[src/sbc_pkg.sv]
// constants and types shared by the serial bus control register block
package sbc_pkg;
   // register map
   localparam logic [15:0] SBC_CTRL_ADDR  = 16'hFF61;
   localparam logic [7:0]  SBC_CTRL_RESET = 8'h00;
   // field positions inside serial_bus_control
   localparam int SBC_RELEASE_OUTPUT_TRIGGER_BIT = 0;
   localparam int SBC_COMMAND_OUTPUT_TRIGGER_BIT = 1;
   localparam int SBC_RELEASE_DETECTED_FLAG_BIT = 2;
   localparam int SBC_COMMAND_DETECTED_FLAG_BIT = 3;
   localparam int SBC_ACK_TRIGGER_BIT = 4;
   localparam int SBC_AUTO_ACK_ENABLE_BIT = 5;
   localparam int SBC_ACK_DETECTED_FLAG_BIT = 6;
   localparam int SBC_BUSY_OUTPUT_ENABLE_BIT = 7;
   // bits that software may write; the detected flags are left out
   localparam logic [7:0] SBC_WR_MASK = 8'hB3;
   // serial frame: data bits, then the acknowledge clock
   localparam int          SBC_DATA_BITS = 8;
   localparam logic [3:0]  SBC_ACK_FALL  = 4'h8;
   localparam logic [3:0]  SBC_CNT_MAX   = 4'hF;
   // synchroniser reset level of the pins (open-drain lines idle high)
   localparam logic        SBC_PIN_IDLE  = 1'b1;
   localparam logic [7:0]  SBC_RDATA_RESET = 8'h00;
endpackage

[src/sbc_if.sv]
// signals between the register file and the acknowledge engine
interface sbc_if;
   logic sck_fall;
   logic sck_rise;
   logic sda_level;
   logic chan_en;
   logic transfer_start;
   logic ack_trigger;
   logic auto_ack_enable;
   logic busy_output_enable;
   logic ack_drive;
   logic busy_drive;
   logic ack_done;
   logic ack_seen;
   logic xfer_complete;

   modport ctl (
      output sck_fall, sck_rise, sda_level, chan_en, transfer_start, ack_trigger, auto_ack_enable, busy_output_enable,
      input  ack_drive, busy_drive, ack_done, ack_seen, xfer_complete
   );
   modport eng (
      input  sck_fall, sck_rise, sda_level, chan_en, transfer_start, ack_trigger, auto_ack_enable, busy_output_enable,
      output ack_drive, busy_drive, ack_done, ack_seen, xfer_complete
   );
endinterface

[src/sbc_sync.sv]
// three-stage pin synchroniser with agreed level and edge pulses
module sbc_sync
   import sbc_pkg::*;
(
   // clock and reset
   input  wire logic sys_clk,
   input  wire logic reset_n,
   // pin side
   input  wire logic pin,
   // synchronised side
   output logic      level,
   output logic      rise,
   output logic      fall
);
   import sbc_pkg::*;

   logic s1_q, s2_q, s3_q, lvl_q, rise_q, fall_q;
   logic s1_d, s2_d, s3_d, lvl_d, rise_d, fall_d;

   always_comb begin
      s1_d   = pin;
      s2_d   = s1_q;
      s3_d   = s2_q;
      lvl_d  = lvl_q;
      rise_d = 1'b0;
      fall_d = 1'b0;
      // a change is taken only when stages two and three agree
      if (s2_q == s3_q && s3_q != lvl_q) begin
         lvl_d  = s3_q;
         rise_d = s3_q;
         fall_d = !s3_q;
      end
   end

   always_ff @(posedge sys_clk) begin
      if (!reset_n) begin
         s1_q   <= SBC_PIN_IDLE;
         s2_q   <= SBC_PIN_IDLE;
         s3_q   <= SBC_PIN_IDLE;
         lvl_q  <= SBC_PIN_IDLE;
         rise_q <= 1'b0;
         fall_q <= 1'b0;
      end else begin
         s1_q   <= s1_d;
         s2_q   <= s2_d;
         s3_q   <= s3_d;
         lvl_q  <= lvl_d;
         rise_q <= rise_d;
         fall_q <= fall_d;
      end
   end

   assign level = lvl_q;
   assign rise  = rise_q;
   assign fall  = fall_q;
endmodule

[src/sbc_ack_engine.sv]
// acknowledge and busy signalling timed on the serial clock edges
module sbc_ack_engine
   import sbc_pkg::*;
(
   // clock and reset
   input  wire logic sys_clk,
   input  wire logic reset_n,
   // link to the register file
   sbc_if.eng        bus
);
   import sbc_pkg::*;

   logic [3:0] cnt_q, cnt_d;
   logic       cmpl_q, cmpl_d;
   logic       ack_q, ack_d;
   logic       busy_q, busy_d;
   logic       done_q, done_d;
   logic       seen_q, seen_d;
   logic       late_q, late_d;
   logic       auto_ack_enable_q, auto_ack_enable_d;
   logic       fire;

   always_comb begin
      cnt_d  = cnt_q;
      cmpl_d = cmpl_q;
      ack_d  = ack_q;
      busy_d = busy_q;
      done_d = 1'b0;
      seen_d = 1'b0;
      late_d = late_q;
      auto_ack_enable_d = bus.auto_ack_enable;
      fire   = 1'b0;
      // auto acknowledge switched on after the eighth bit fires on the next fall
      if (cmpl_q && bus.auto_ack_enable && !auto_ack_enable_q)
         late_d = 1'b1;
      if (bus.sck_fall) begin
         // ninth fall with auto acknowledge, or software trigger, or late enable
         fire = bus.ack_trigger || late_q || (bus.auto_ack_enable && cnt_q == SBC_ACK_FALL);
         if (cnt_q != SBC_CNT_MAX)
            cnt_d = cnt_q + 4'h1;
         if (cnt_q == SBC_ACK_FALL - 4'h1)
            cmpl_d = 1'b1;
         if (ack_q) begin
            ack_d  = 1'b0;
            done_d = 1'b1;
            busy_d = bus.busy_output_enable;
         end else if (fire) begin
            ack_d  = 1'b1;
            late_d = 1'b0;
         end
         if (!bus.busy_output_enable)
            busy_d = 1'b0;
      end
      // acknowledge is the data line held low on the rise after the last bit
      if (bus.sck_rise && cmpl_q && !ack_q && !bus.sda_level)
         seen_d = 1'b1;
      if (bus.transfer_start) begin
         cnt_d  = '0;
         cmpl_d = 1'b0;
         late_d = 1'b0;
         busy_d = 1'b0;
      end
      if (!bus.chan_en) begin
         cnt_d  = '0;
         cmpl_d = 1'b0;
         ack_d  = 1'b0;
         busy_d = 1'b0;
         late_d = 1'b0;
         done_d = 1'b0;
         seen_d = 1'b0;
      end
   end

   always_ff @(posedge sys_clk) begin
      if (!reset_n) begin
         cnt_q  <= '0;
         cmpl_q <= 1'b0;
         ack_q  <= 1'b0;
         busy_q <= 1'b0;
         done_q <= 1'b0;
         seen_q <= 1'b0;
         late_q <= 1'b0;
         auto_ack_enable_q <= 1'b0;
      end else begin
         cnt_q  <= cnt_d;
         cmpl_q <= cmpl_d;
         ack_q  <= ack_d;
         busy_q <= busy_d;
         done_q <= done_d;
         seen_q <= seen_d;
         late_q <= late_d;
         auto_ack_enable_q <= auto_ack_enable_d;
      end
   end

   assign bus.ack_drive     = ack_q;
   assign bus.busy_drive    = busy_q;
   assign bus.ack_done      = done_q;
   assign bus.ack_seen      = seen_q;
   assign bus.xfer_complete = cmpl_q;
endmodule

[src/sbc_ctrl.sv]
// serial bus control and status register with its output latch and pin logic
// Functional notes
// - chip reset loads the whole control register with zero
// - processor may write the register one bit or one byte at a time
// - release trigger sets the output latch, then clears; zero while channel off
// - command trigger clears the output latch, then clears; zero while channel off
// - release flag sets on release; clears on start, mismatch, channel off, reset
// - command flag sets on command; clears on start, release, channel off, reset
// - acknowledge trigger clears itself once its acknowledge has been driven
// - acknowledge trigger also clears on transfer start or channel off
// - bits 2, 3 and 6 are read-only flags; writes leave them alone
// - channel enable is bit 7 of the channel mode register
// - release, command and acknowledge triggers read back as zero
// - auto acknowledge drives acknowledge on the ninth serial clock fall
// - acknowledge flag sets when acknowledge is sampled on a rise after transfer
module sbc_ctrl
   import sbc_pkg::*;
(
   // clock and reset
   input  wire logic        sys_clk,
   input  wire logic        reset_n,
   // processor access
   input  wire logic [15:0] cpu_addr,
   input  wire logic        cpu_wr_byte,
   input  wire logic        cpu_wr_bit,
   input  wire logic [2:0]  cpu_bit_sel,
   input  wire logic [7:0]  cpu_wdata,
   input  wire logic        cpu_rd,
   output logic      [7:0]  cpu_rdata,
   // channel mode register contents
   input  wire logic [7:0]  channel_mode_register,
   // detector and shift register events
   input  wire logic        bus_release_detect,
   input  wire logic        command_detect,
   input  wire logic        transfer_start,
   input  wire logic        address_mismatch,
   // serial pins
   input  wire logic        serial_clock_pin,
   input  wire logic        serial_data_in,
   output logic             so_latch,
   output logic             serial_data_oe,
   output logic             ack_active,
   output logic             busy_active,
   output logic             transfer_complete
);
   import sbc_pkg::*;

   sbc_if link ();

   logic sck_lvl;
   logic sck_rise;
   logic sck_fall;
   logic sda_lvl;

   sbc_sync u_sck_sync (
      .sys_clk (sys_clk),
      .reset_n (reset_n),
      .pin     (serial_clock_pin),
      .level   (sck_lvl),
      .rise    (sck_rise),
      .fall    (sck_fall)
   );

   sbc_sync u_sda_sync (
      .sys_clk (sys_clk),
      .reset_n (reset_n),
      .pin     (serial_data_in),
      .level   (sda_lvl),
      .rise    (),
      .fall    ()
   );

   sbc_ack_engine u_ack (
      .sys_clk (sys_clk),
      .reset_n (reset_n),
      .bus     (link.eng)
   );

   // register fields
   logic release_output_trigger_q, release_output_trigger_d;
   logic command_output_trigger_q, command_output_trigger_d;
   logic release_detected_flag_q, release_detected_flag_d;
   logic command_detected_flag_q, command_detected_flag_d;
   logic ack_trigger_q, ack_trigger_d;
   logic auto_ack_enable_q, auto_ack_enable_d;
   logic ack_detected_flag_q, ack_detected_flag_d;
   logic busy_output_enable_q, busy_output_enable_d;
   logic       latch_q, latch_d;
   logic       oe_q, oe_d;
   logic       ack_out_q, ack_out_d;
   logic       busy_out_q, busy_out_d;
   logic       cmpl_out_q, cmpl_out_d;
   logic [7:0] rdata_q, rdata_d;
   logic       chan_en;
   logic       hit;
   logic [7:0] wr_en;
   logic [7:0] wr_val;
   logic [7:0] reg_view;

   assign chan_en = channel_mode_register[7];

   assign link.sck_fall       = sck_fall;
   assign link.sck_rise       = sck_rise;
   assign link.sda_level      = sda_lvl;
   assign link.chan_en        = chan_en;
   assign link.transfer_start = transfer_start;
   assign link.ack_trigger           = ack_trigger_q;
   assign link.auto_ack_enable           = auto_ack_enable_q;
   assign link.busy_output_enable           = busy_output_enable_q;

   // decode: a byte write touches every writable bit, a bit write only one
   always_comb begin
      hit    = (cpu_addr == SBC_CTRL_ADDR);
      wr_en  = 8'h00;
      wr_val = cpu_wdata;
      if (hit && cpu_wr_byte) begin
         wr_en = SBC_WR_MASK;
      end else if (hit && cpu_wr_bit) begin
         wr_en  = SBC_WR_MASK & (8'h01 << cpu_bit_sel);
         wr_val = {8{cpu_wdata[0]}};
      end
   end

   // register fields; sets win over clears in the same cycle, except the channel-off clear, which wins
   always_comb begin
      release_output_trigger_d = release_output_trigger_q;
      command_output_trigger_d = command_output_trigger_q;
      ack_trigger_d = ack_trigger_q;
      auto_ack_enable_d = auto_ack_enable_q;
      busy_output_enable_d = busy_output_enable_q;
      release_detected_flag_d = release_detected_flag_q;
      command_detected_flag_d = command_detected_flag_q;
      ack_detected_flag_d = ack_detected_flag_q;

      // self-clear once the latch already shows the requested level
      if (release_output_trigger_q && latch_q)
         release_output_trigger_d = 1'b0;
      if (command_output_trigger_q && !release_output_trigger_q && !latch_q)
         command_output_trigger_d = 1'b0;
      if (link.ack_done || transfer_start)
         ack_trigger_d = 1'b0;

      if (wr_en[SBC_RELEASE_OUTPUT_TRIGGER_BIT] && wr_val[SBC_RELEASE_OUTPUT_TRIGGER_BIT])
         release_output_trigger_d = 1'b1;
      if (wr_en[SBC_COMMAND_OUTPUT_TRIGGER_BIT] && wr_val[SBC_COMMAND_OUTPUT_TRIGGER_BIT])
         command_output_trigger_d = 1'b1;
      if (wr_en[SBC_ACK_TRIGGER_BIT] && wr_val[SBC_ACK_TRIGGER_BIT])
         ack_trigger_d = 1'b1;
      if (wr_en[SBC_AUTO_ACK_ENABLE_BIT])
         auto_ack_enable_d = wr_val[SBC_AUTO_ACK_ENABLE_BIT];
      if (wr_en[SBC_BUSY_OUTPUT_ENABLE_BIT])
         busy_output_enable_d = wr_val[SBC_BUSY_OUTPUT_ENABLE_BIT];

      // detected flags: clears first, then the set so a coincident event survives
      if (transfer_start || address_mismatch)
         release_detected_flag_d = 1'b0;
      if (bus_release_detect)
         release_detected_flag_d = 1'b1;
      if (transfer_start || bus_release_detect)
         command_detected_flag_d = 1'b0;
      if (command_detect)
         command_detected_flag_d = 1'b1;
      if (transfer_start)
         ack_detected_flag_d = 1'b0;
      if (link.ack_seen)
         ack_detected_flag_d = 1'b1;

      // a stopped channel holds all of these at zero
      if (!chan_en) begin
         release_output_trigger_d = 1'b0;
         command_output_trigger_d = 1'b0;
         ack_trigger_d = 1'b0;
         release_detected_flag_d = 1'b0;
         command_detected_flag_d = 1'b0;
         ack_detected_flag_d = 1'b0;
      end
   end

   // output latch and pin drive
   always_comb begin
      latch_d = latch_q;
      if (release_output_trigger_q)
         latch_d = 1'b1;
      else if (command_output_trigger_q)
         latch_d = 1'b0;
      ack_out_d  = link.ack_drive;
      busy_out_d = link.busy_drive;
      cmpl_out_d = link.xfer_complete;
      // open-drain data line: pulled low for a low latch, acknowledge or busy
      oe_d = chan_en && (!latch_q || link.ack_drive || link.busy_drive);
   end

   // read view: triggers always read as zero
   always_comb begin
      reg_view                = SBC_CTRL_RESET;
      reg_view[SBC_RELEASE_OUTPUT_TRIGGER_BIT]  = 1'b0;
      reg_view[SBC_COMMAND_OUTPUT_TRIGGER_BIT]  = 1'b0;
      reg_view[SBC_ACK_TRIGGER_BIT]  = 1'b0;
      reg_view[SBC_RELEASE_DETECTED_FLAG_BIT]  = release_detected_flag_q;
      reg_view[SBC_COMMAND_DETECTED_FLAG_BIT]  = command_detected_flag_q;
      reg_view[SBC_AUTO_ACK_ENABLE_BIT]  = auto_ack_enable_q;
      reg_view[SBC_ACK_DETECTED_FLAG_BIT]  = ack_detected_flag_q;
      reg_view[SBC_BUSY_OUTPUT_ENABLE_BIT]  = busy_output_enable_q;
      // unmapped reads return zero so other registers can share the read bus
      rdata_d = (cpu_rd && hit) ? reg_view : SBC_RDATA_RESET;
   end

   always_ff @(posedge sys_clk) begin
      if (!reset_n) begin
         release_output_trigger_q     <= SBC_CTRL_RESET[SBC_RELEASE_OUTPUT_TRIGGER_BIT];
         command_output_trigger_q     <= SBC_CTRL_RESET[SBC_COMMAND_OUTPUT_TRIGGER_BIT];
         release_detected_flag_q     <= SBC_CTRL_RESET[SBC_RELEASE_DETECTED_FLAG_BIT];
         command_detected_flag_q     <= SBC_CTRL_RESET[SBC_COMMAND_DETECTED_FLAG_BIT];
         ack_trigger_q     <= SBC_CTRL_RESET[SBC_ACK_TRIGGER_BIT];
         auto_ack_enable_q     <= SBC_CTRL_RESET[SBC_AUTO_ACK_ENABLE_BIT];
         ack_detected_flag_q     <= SBC_CTRL_RESET[SBC_ACK_DETECTED_FLAG_BIT];
         busy_output_enable_q     <= SBC_CTRL_RESET[SBC_BUSY_OUTPUT_ENABLE_BIT];
         latch_q    <= 1'b0;
         oe_q       <= 1'b0;
         ack_out_q  <= 1'b0;
         busy_out_q <= 1'b0;
         cmpl_out_q <= 1'b0;
         rdata_q    <= SBC_RDATA_RESET;
      end else begin
         release_output_trigger_q     <= release_output_trigger_d;
         command_output_trigger_q     <= command_output_trigger_d;
         release_detected_flag_q     <= release_detected_flag_d;
         command_detected_flag_q     <= command_detected_flag_d;
         ack_trigger_q     <= ack_trigger_d;
         auto_ack_enable_q     <= auto_ack_enable_d;
         ack_detected_flag_q     <= ack_detected_flag_d;
         busy_output_enable_q     <= busy_output_enable_d;
         latch_q    <= latch_d;
         oe_q       <= oe_d;
         ack_out_q  <= ack_out_d;
         busy_out_q <= busy_out_d;
         cmpl_out_q <= cmpl_out_d;
         rdata_q    <= rdata_d;
      end
   end

   assign cpu_rdata         = rdata_q;
   assign so_latch          = latch_q;
   assign serial_data_oe    = oe_q;
   assign ack_active        = ack_out_q;
   assign busy_active       = busy_out_q;
   assign transfer_complete = cmpl_out_q;
endmodule

[config.mk]
export PLATFORM = sky130hd
export DESIGN_NAME = sbc_ctrl
export DESIGN_NICKNAME = d
export VERILOG_FILES = /design/src/sbc_pkg.sv /design/src/sbc_if.sv /design/src/sbc_sync.sv /design/src/sbc_ack_engine.sv /design/src/sbc_ctrl.sv
export SDC_FILE = /design/constraint.sdc
export NUM_CORES = 1
export LEC_CHECK = 0
export BUFFER_PORTS_ARGS = -buffer_cell sky130_fd_sc_hd__buf_2
export CAP_MARGIN = 20
export CORE_ASPECT_RATIO = 1.1
export CORE_MARGIN = 1.5
export CORE_UTILIZATION = 42
export DETAILED_ROUTE_END_ITERATION = 16
export GPL_ROUTABILITY_DRIVEN = 0
export GPL_TIMING_DRIVEN = 0
export HOLD_SLACK_MARGIN = 0.15
export MAX_ROUTING_LAYER = met4
export PLACE_DENSITY = 0.74
export REMOVE_ABC_BUFFERS = 1
export SKIP_LAST_GASP = 1
export SLEW_MARGIN = 15
export SYNTH_ARGS = -nofsm -noshare
export SYNTH_HDL_FRONTEND = slang
export SYNTH_SLANG_ARGS = --single-unit
[constraint.sdc]
create_clock -name sys_clk -period 1.35 [get_ports sys_clk]
set_input_delay 0 -clock sys_clk [delete_from_list [all_inputs] [get_ports sys_clk]]
set_output_delay 0 -clock sys_clk [all_outputs]
set_load 0.01 [all_outputs]
==> results of run 1 <==
## Yosys cell counts (all sizes together), types with 2 or more instances
library cell  count  area (µm²)
nand2b           10        62.6
mux2i             2        20.0
nand4             2        12.5
a31oi             2        12.5
o21ai             4        20.0
buf               3        22.5
nor2             14        52.6
dfxtp            39         781
nand4bb           2        22.5
nor3b             2        15.0
ha                2        25.0
a21oi            13        65.1
nand2             7        26.3
and4b             2        20.0
a311oi            2        17.5
inv              11        41.3
and2              7        43.8
clkbuf            2        7.51
nand3             5        25.0
nor3              5        25.0
## worst max-delay path: stages
cell and delay [ps]:
dlygate4sd3_1 540, buf_2 110, nand2_1 50, dlygate4sd3_1 570
o41ai_1 70, nand3_1 110, o22ai_1 130
## routing by layer
layer  routed length (µm)  global-route usage [%]  part of all wire [%]  up-vias
met3                  164                    6.30                   4.9        9
li1                     -                       -                     -      681
met1                 1430                    19.4                    43      607
met4                   65                    7.22                   1.9        0
met2                 1690                    31.0                    51       47
met5                    0                       -                     0        -
## metrics by stage
| step | worst slack [ps] | power (mW) |
|---|---|---|
| after floorplan | 34.8 | 1.24 |
| after global routing | -18.9 | 2.04 |
| after CTS | 9.66 | 1.95 |
| after global placement | -119 | 1.32 |
| after detailed placement | -122 | 1.32 |
| final | 47.7 | 1.95 |
## power by group through the flow
stage	Combinational (mW)	Clock, mW	Sequential (mW)
3_3_place_gp	0.123	0	1.19
6_report	0.195	0.592	1.17
4_1_cts	0.179	0.609	1.17
2_1_floorplan	0.0485	0	1.19
5_1_grt	0.210	0.664	1.17
3_5_place_dp	0.124	0	1.19
## final timing paths
check                                                end  cells after the start             from
worst min-delay path            release_output_trigger_q                      5      cpu_addr[2]
worst max-delay path            command_output_trigger_q                      7     cpu_wdata[1]
worst max register to register              u_ack.late_q                      5   u_ack.cnt_q[1]
worst min register to register           u_sck_sync.s2_q                      1  u_sck_sync.s1_q
## kinds of logic (layout without fill, tap and decap cells)
family	count (synthesis)	after routing	share of synthesized area (%)
xor gates and xnor gates	1	1	0.593
muxes	2	2	1.36
and+or+nand+nor	61	61	25.3
other	1	3	0.254
DFF	39	39	52.9
AOI/OAI and AO/OA	30	30	13.1
adders and majority gates	2	2	1.69
buffers and inverters	16	92	4.83
## final cells by class
type                    instances  area (µm²)
clock buffers                   6        51.3
clock inverters                 1        5.00
fillers                       280        1250
inverters                      11        41.3
multi-input cells              99         657
flip-flops and latches         39         783
well taps                      48        60.1
repair buffers                 74         512
## repair_timing
action | CTS | global route
endpoints found under the setup margin | 2 | 10
gates resized for setup | 4 | 9
endpoints found under the hold margin | 31 | 2
setup buffers | 0 | 5
pin swaps | 0 | 4
gates cloned | 0 | 0
==> flow_summary.toml, run 1 <==
[routing]
drt_iter0_markers = 38
wl_um = 3350
detail-route-antenna-nets = 0
vias = 1344
via_per_inst = 4.83
drc = 0
detail_route.wl_per_cell_um = 12.0
first_pass_iters = 4

[global_routing]
grt_pass1_vias = 1225
grt_antenna_before_repair = 0
grt_usage_pct = 18.3
grt_max_degree = 12
grt_first_pass_wirelength_um = 5150
overflow = 0

[floorplanning]
die_h_um = 65.2
floorplan.initialDensity_pct = 44.0
die_w_um = 59.5
dieArea_um2 = 3880
core_region_area_um2 = 3360
num_rows = 22
ioPinCount = 59

[sta]
fin_worst_skew_ps = 8.18
max_freq_ghz = 0.768
final_max_slew_viol_count = 0
hold_violations = 0
hold_ws_ps = 99.7
min_period_ps = 1300
setup_viol = 0
rsz0062_at_grt = "true"
fin_setup_tns_ps = 0
post-route-period-util_pct = 96.5

[synthesis]
synthDistinctLibCells = 37
syn-instance-count = 152
seq_area_frac_synth_pct = 52.9
async_flop_share_pct = 0
synth-edff-count = 0
ys.flop_type = "dfxtp_1"
ys_seq_elements = 39
synth_area_um2 = 1480
syn_avg_cell_area_um2 = 9.71
yosys_warnings = 0

[placement]
port_buffers = 45
hpwl_um = 1910
dp.cells = 242
dpl_cell_area_um2 = 1740

[clocking]
cts_hold_buf = 24
clock_latency_ps = 340
cts.htree.levels = 2
root_buffer = "clkbuf_4"
path_clk_slew_ps = 110
clock-sinks = 39
tritoncts = "yes"
cts_buffers = 5
cts_buffer_depth = 2

[pwr]
p_sw_share_pct = 22.4
p_leak_nw = 0.904
power_frac_comb_pct = 10.0
p_int_mw = 1.52
p_clk_share_pct = 30.3
pwr-share-seq_pct = 59.7
p_per_area_nw_per_um2 = 926
power.switching_uw = 439
peakVddDrop_v = 0.000634

[outcome]
outcome = "completed"

[finish]
syn_to_final_growth_pct = 42.9
largest_reg_flops = 5
layout-drive-gt1-share_pct = 29.6
final_cells = 278
final_area_um2 = 2110
diodes = 0
postLayoutCoreUtil_pct = 62.8
finalNetCount = 278
final_common_cell = "buf_2"
final_cell_mix = "buf_2 (44), dfxtp_1 (37), dlygate4sd3_1 (23)"

[setup_path]
rrSetupSlack_ps = 60
start_kind = "primary input"
arrival_ps = 1580
crit_path_max_fanout = 1
path_class = "primary input to register"
required_ps = 1630
endpoint_kind = "register"

[job]
drv_cap = 0

[hold_path]
hp-class = "primary input to register"
Power figures use the tool's default switching activity.
==> run 2: changes to the inputs <==
PLACE_DENSITY = 0.71   (was 0.74)
==> run 2 against run 1 <==
The flow now finishes with violations (setup timing). Via count stayed put. Sequential share of layout area is 0.24 points higher. Sequential power hardly changed. Critical path depth stayed put. Power is 2.1% lower. Flip-flop and latch count stayed put. Core utilization is 0.41 points lower. Fmax is 5.0% lower. Non-clock buffer count is 2 lower. Die area stayed put. Design area is 0.65% lower. Critical path type unchanged.
==> flow_summary.toml, run 2 (synthesis gave the netlist of run 1 again) <==
[outcome]
outcome = "finished, violations left"
failed_checks = "setup timing"

[finish]
final_cell_mix = "buf_2 (44), dfxtp_1 (37), dlygate4sd3_1 (26)"
syn_to_final_growth_pct = 41.9
diodes = 0
finalNetCount = 276
final_common_cell = "buf_2"
postLayoutCoreUtil_pct = 62.4
largest_reg_flops = 5
final_area_um2 = 2100
seqCellArea_um2 = 783
final_cells = 277
multiInputGateArea_um2 = 662
fillers = 296
layout-drive-gt1-share_pct = 27.5

[setup_path]
path_class = "primary input to register"
crit_path_max_fanout = 8
endpoint_kind = "register"
arrival_ps = 1630
r2r_start = "u_ack.cnt_q[0]"
slowest_stage = "dlygate4sd3_1"
crit_top_cell = "dlygate4sd3_1"
worst-path-buf-inv = 3
required_ps = 1610
critPathMaxStageDelay_ps = 570
critical_path.top_delay_family = "buffers and inverters"
crit_chain = "dlygate4sd3_1, buf_6, nand2_1, dlygate4sd3_1, o41ai_1, nand3_1, o22ai_1"
start_kind = "primary input"
crit_start = "cpu_wr_byte"

[clocking]
cts.htree.levels = 2
clock-sinks = 39
tritoncts = "yes"
cts_buffer_depth = 2
clock_latency_ps = 330
root_buffer = "clkbuf_4"
path_clk_slew_ps = 110
cts_buffers = 5

[pwr]
total_power_mw = 1.91
p_per_area_nw_per_um2 = 913
p_leak_nw = 0.880
peakVddDrop_v = 0.000555

[sta]
fin_setup_tns_ps = -21.4
worst_slack_ps = -21.4
hold_violations = 0
final_max_slew_viol_count = 0
post-route-period-util_pct = 102
fin_worst_skew_ps = 2.84
setup_viol = 1
min_period_ps = 1370
rsz0062_at_grt = "true"
max_freq_ghz = 0.729
hold_ws_ps = 123

[routing]
detail_route.wl_per_cell_um = 12.3
drc = 0
first_pass_iters = 4
drt_iter0_markers = 16
wl_um = 3400
via_per_inst = 4.85
vias = 1344
detail-route-antenna-nets = 0

[floorplanning]
die_h_um = 65.2
dieArea_um2 = 3880
floorplan.initialDensity_pct = 44.0
num_rows = 22
die_w_um = 59.5
ioPinCount = 59
core_region_area_um2 = 3360

[global_routing]
grt_first_pass_wirelength_um = 5630
grt_max_degree = 12
grt_usage_pct = 19.6
overflow = 0
grt_antenna_before_repair = 0
grt_pass1_vias = 1342

[job]
drv_cap = 0

[placement]
dpl_cell_area_um2 = 1740
port_buffers = 45
hpwl_um = 2110
dpl_worst_slack_ps = -173
dp.cells = 242

[hold_path]
hp-start = "cpu_addr[2]"
hp-class = "primary input to register"
-- run 2: layout make-up --
type / instances / share of cell area [%]
sequential: 39 / 37.4
multi-input combinational: 99 / 31.6
timing repair buffer: 72 / 23.8
tap: 48 / 2.87
clock buffer: 7 / 2.15
inverter: 11 / 1.97
clock inverter: 1 / 0.239
-- run 2: final timing paths --
| check | to | slack (ps) | depth (start not counted) |
|---|---|---|---|
| max reg2reg | u_ack.late_q | 40 | 5 |
| min | release_output_trigger_q | 120 | 5 |
| min reg2reg | u_sda_sync.s2_q | 430 | 1 |
| max | command_output_trigger_q | -20 | 7 |
-- run 2: routing by layer --
layer | global-route usage (%) | vias to the layer above | part of all wire [%]
li1 | - | 676 | -
met2 | 34.8 | 33 | 54
met4 | 8.61 | 0 | 1.6
met5 | - | - | 0
met1 | 20.6 | 630 | 41
met3 | 4.13 | 5 | 3.6
-- run 2: what timing repair did --
item / in CTS / in global routing
resized for setup: 4 / 8
setup endpoints to repair: 2 / 11
setup buffers: 0 / 1
pin swaps: 0 / 4
hold endpoints to repair: 30 / 9
hold buffers: 25 / 1
-- run 2: where the power goes --
group / leakage (nW) / internal [mW] / switching (mW)
logic: 0.534 / 0.113 / 0.0828
registers: 0.317 / 1.16 / 0.00533
clock network: 0.0293 / 0.203 / 0.348
total: 0.880 / 1.48 / 0.436
-- run 2: worst reg2reg max path: stages (launching register included) --
cell,delay (ps)
dfxtp_2,370
inv_2,60
ha_4,140
and4b_1,180
o311ai_2,290
nor3b_2,200
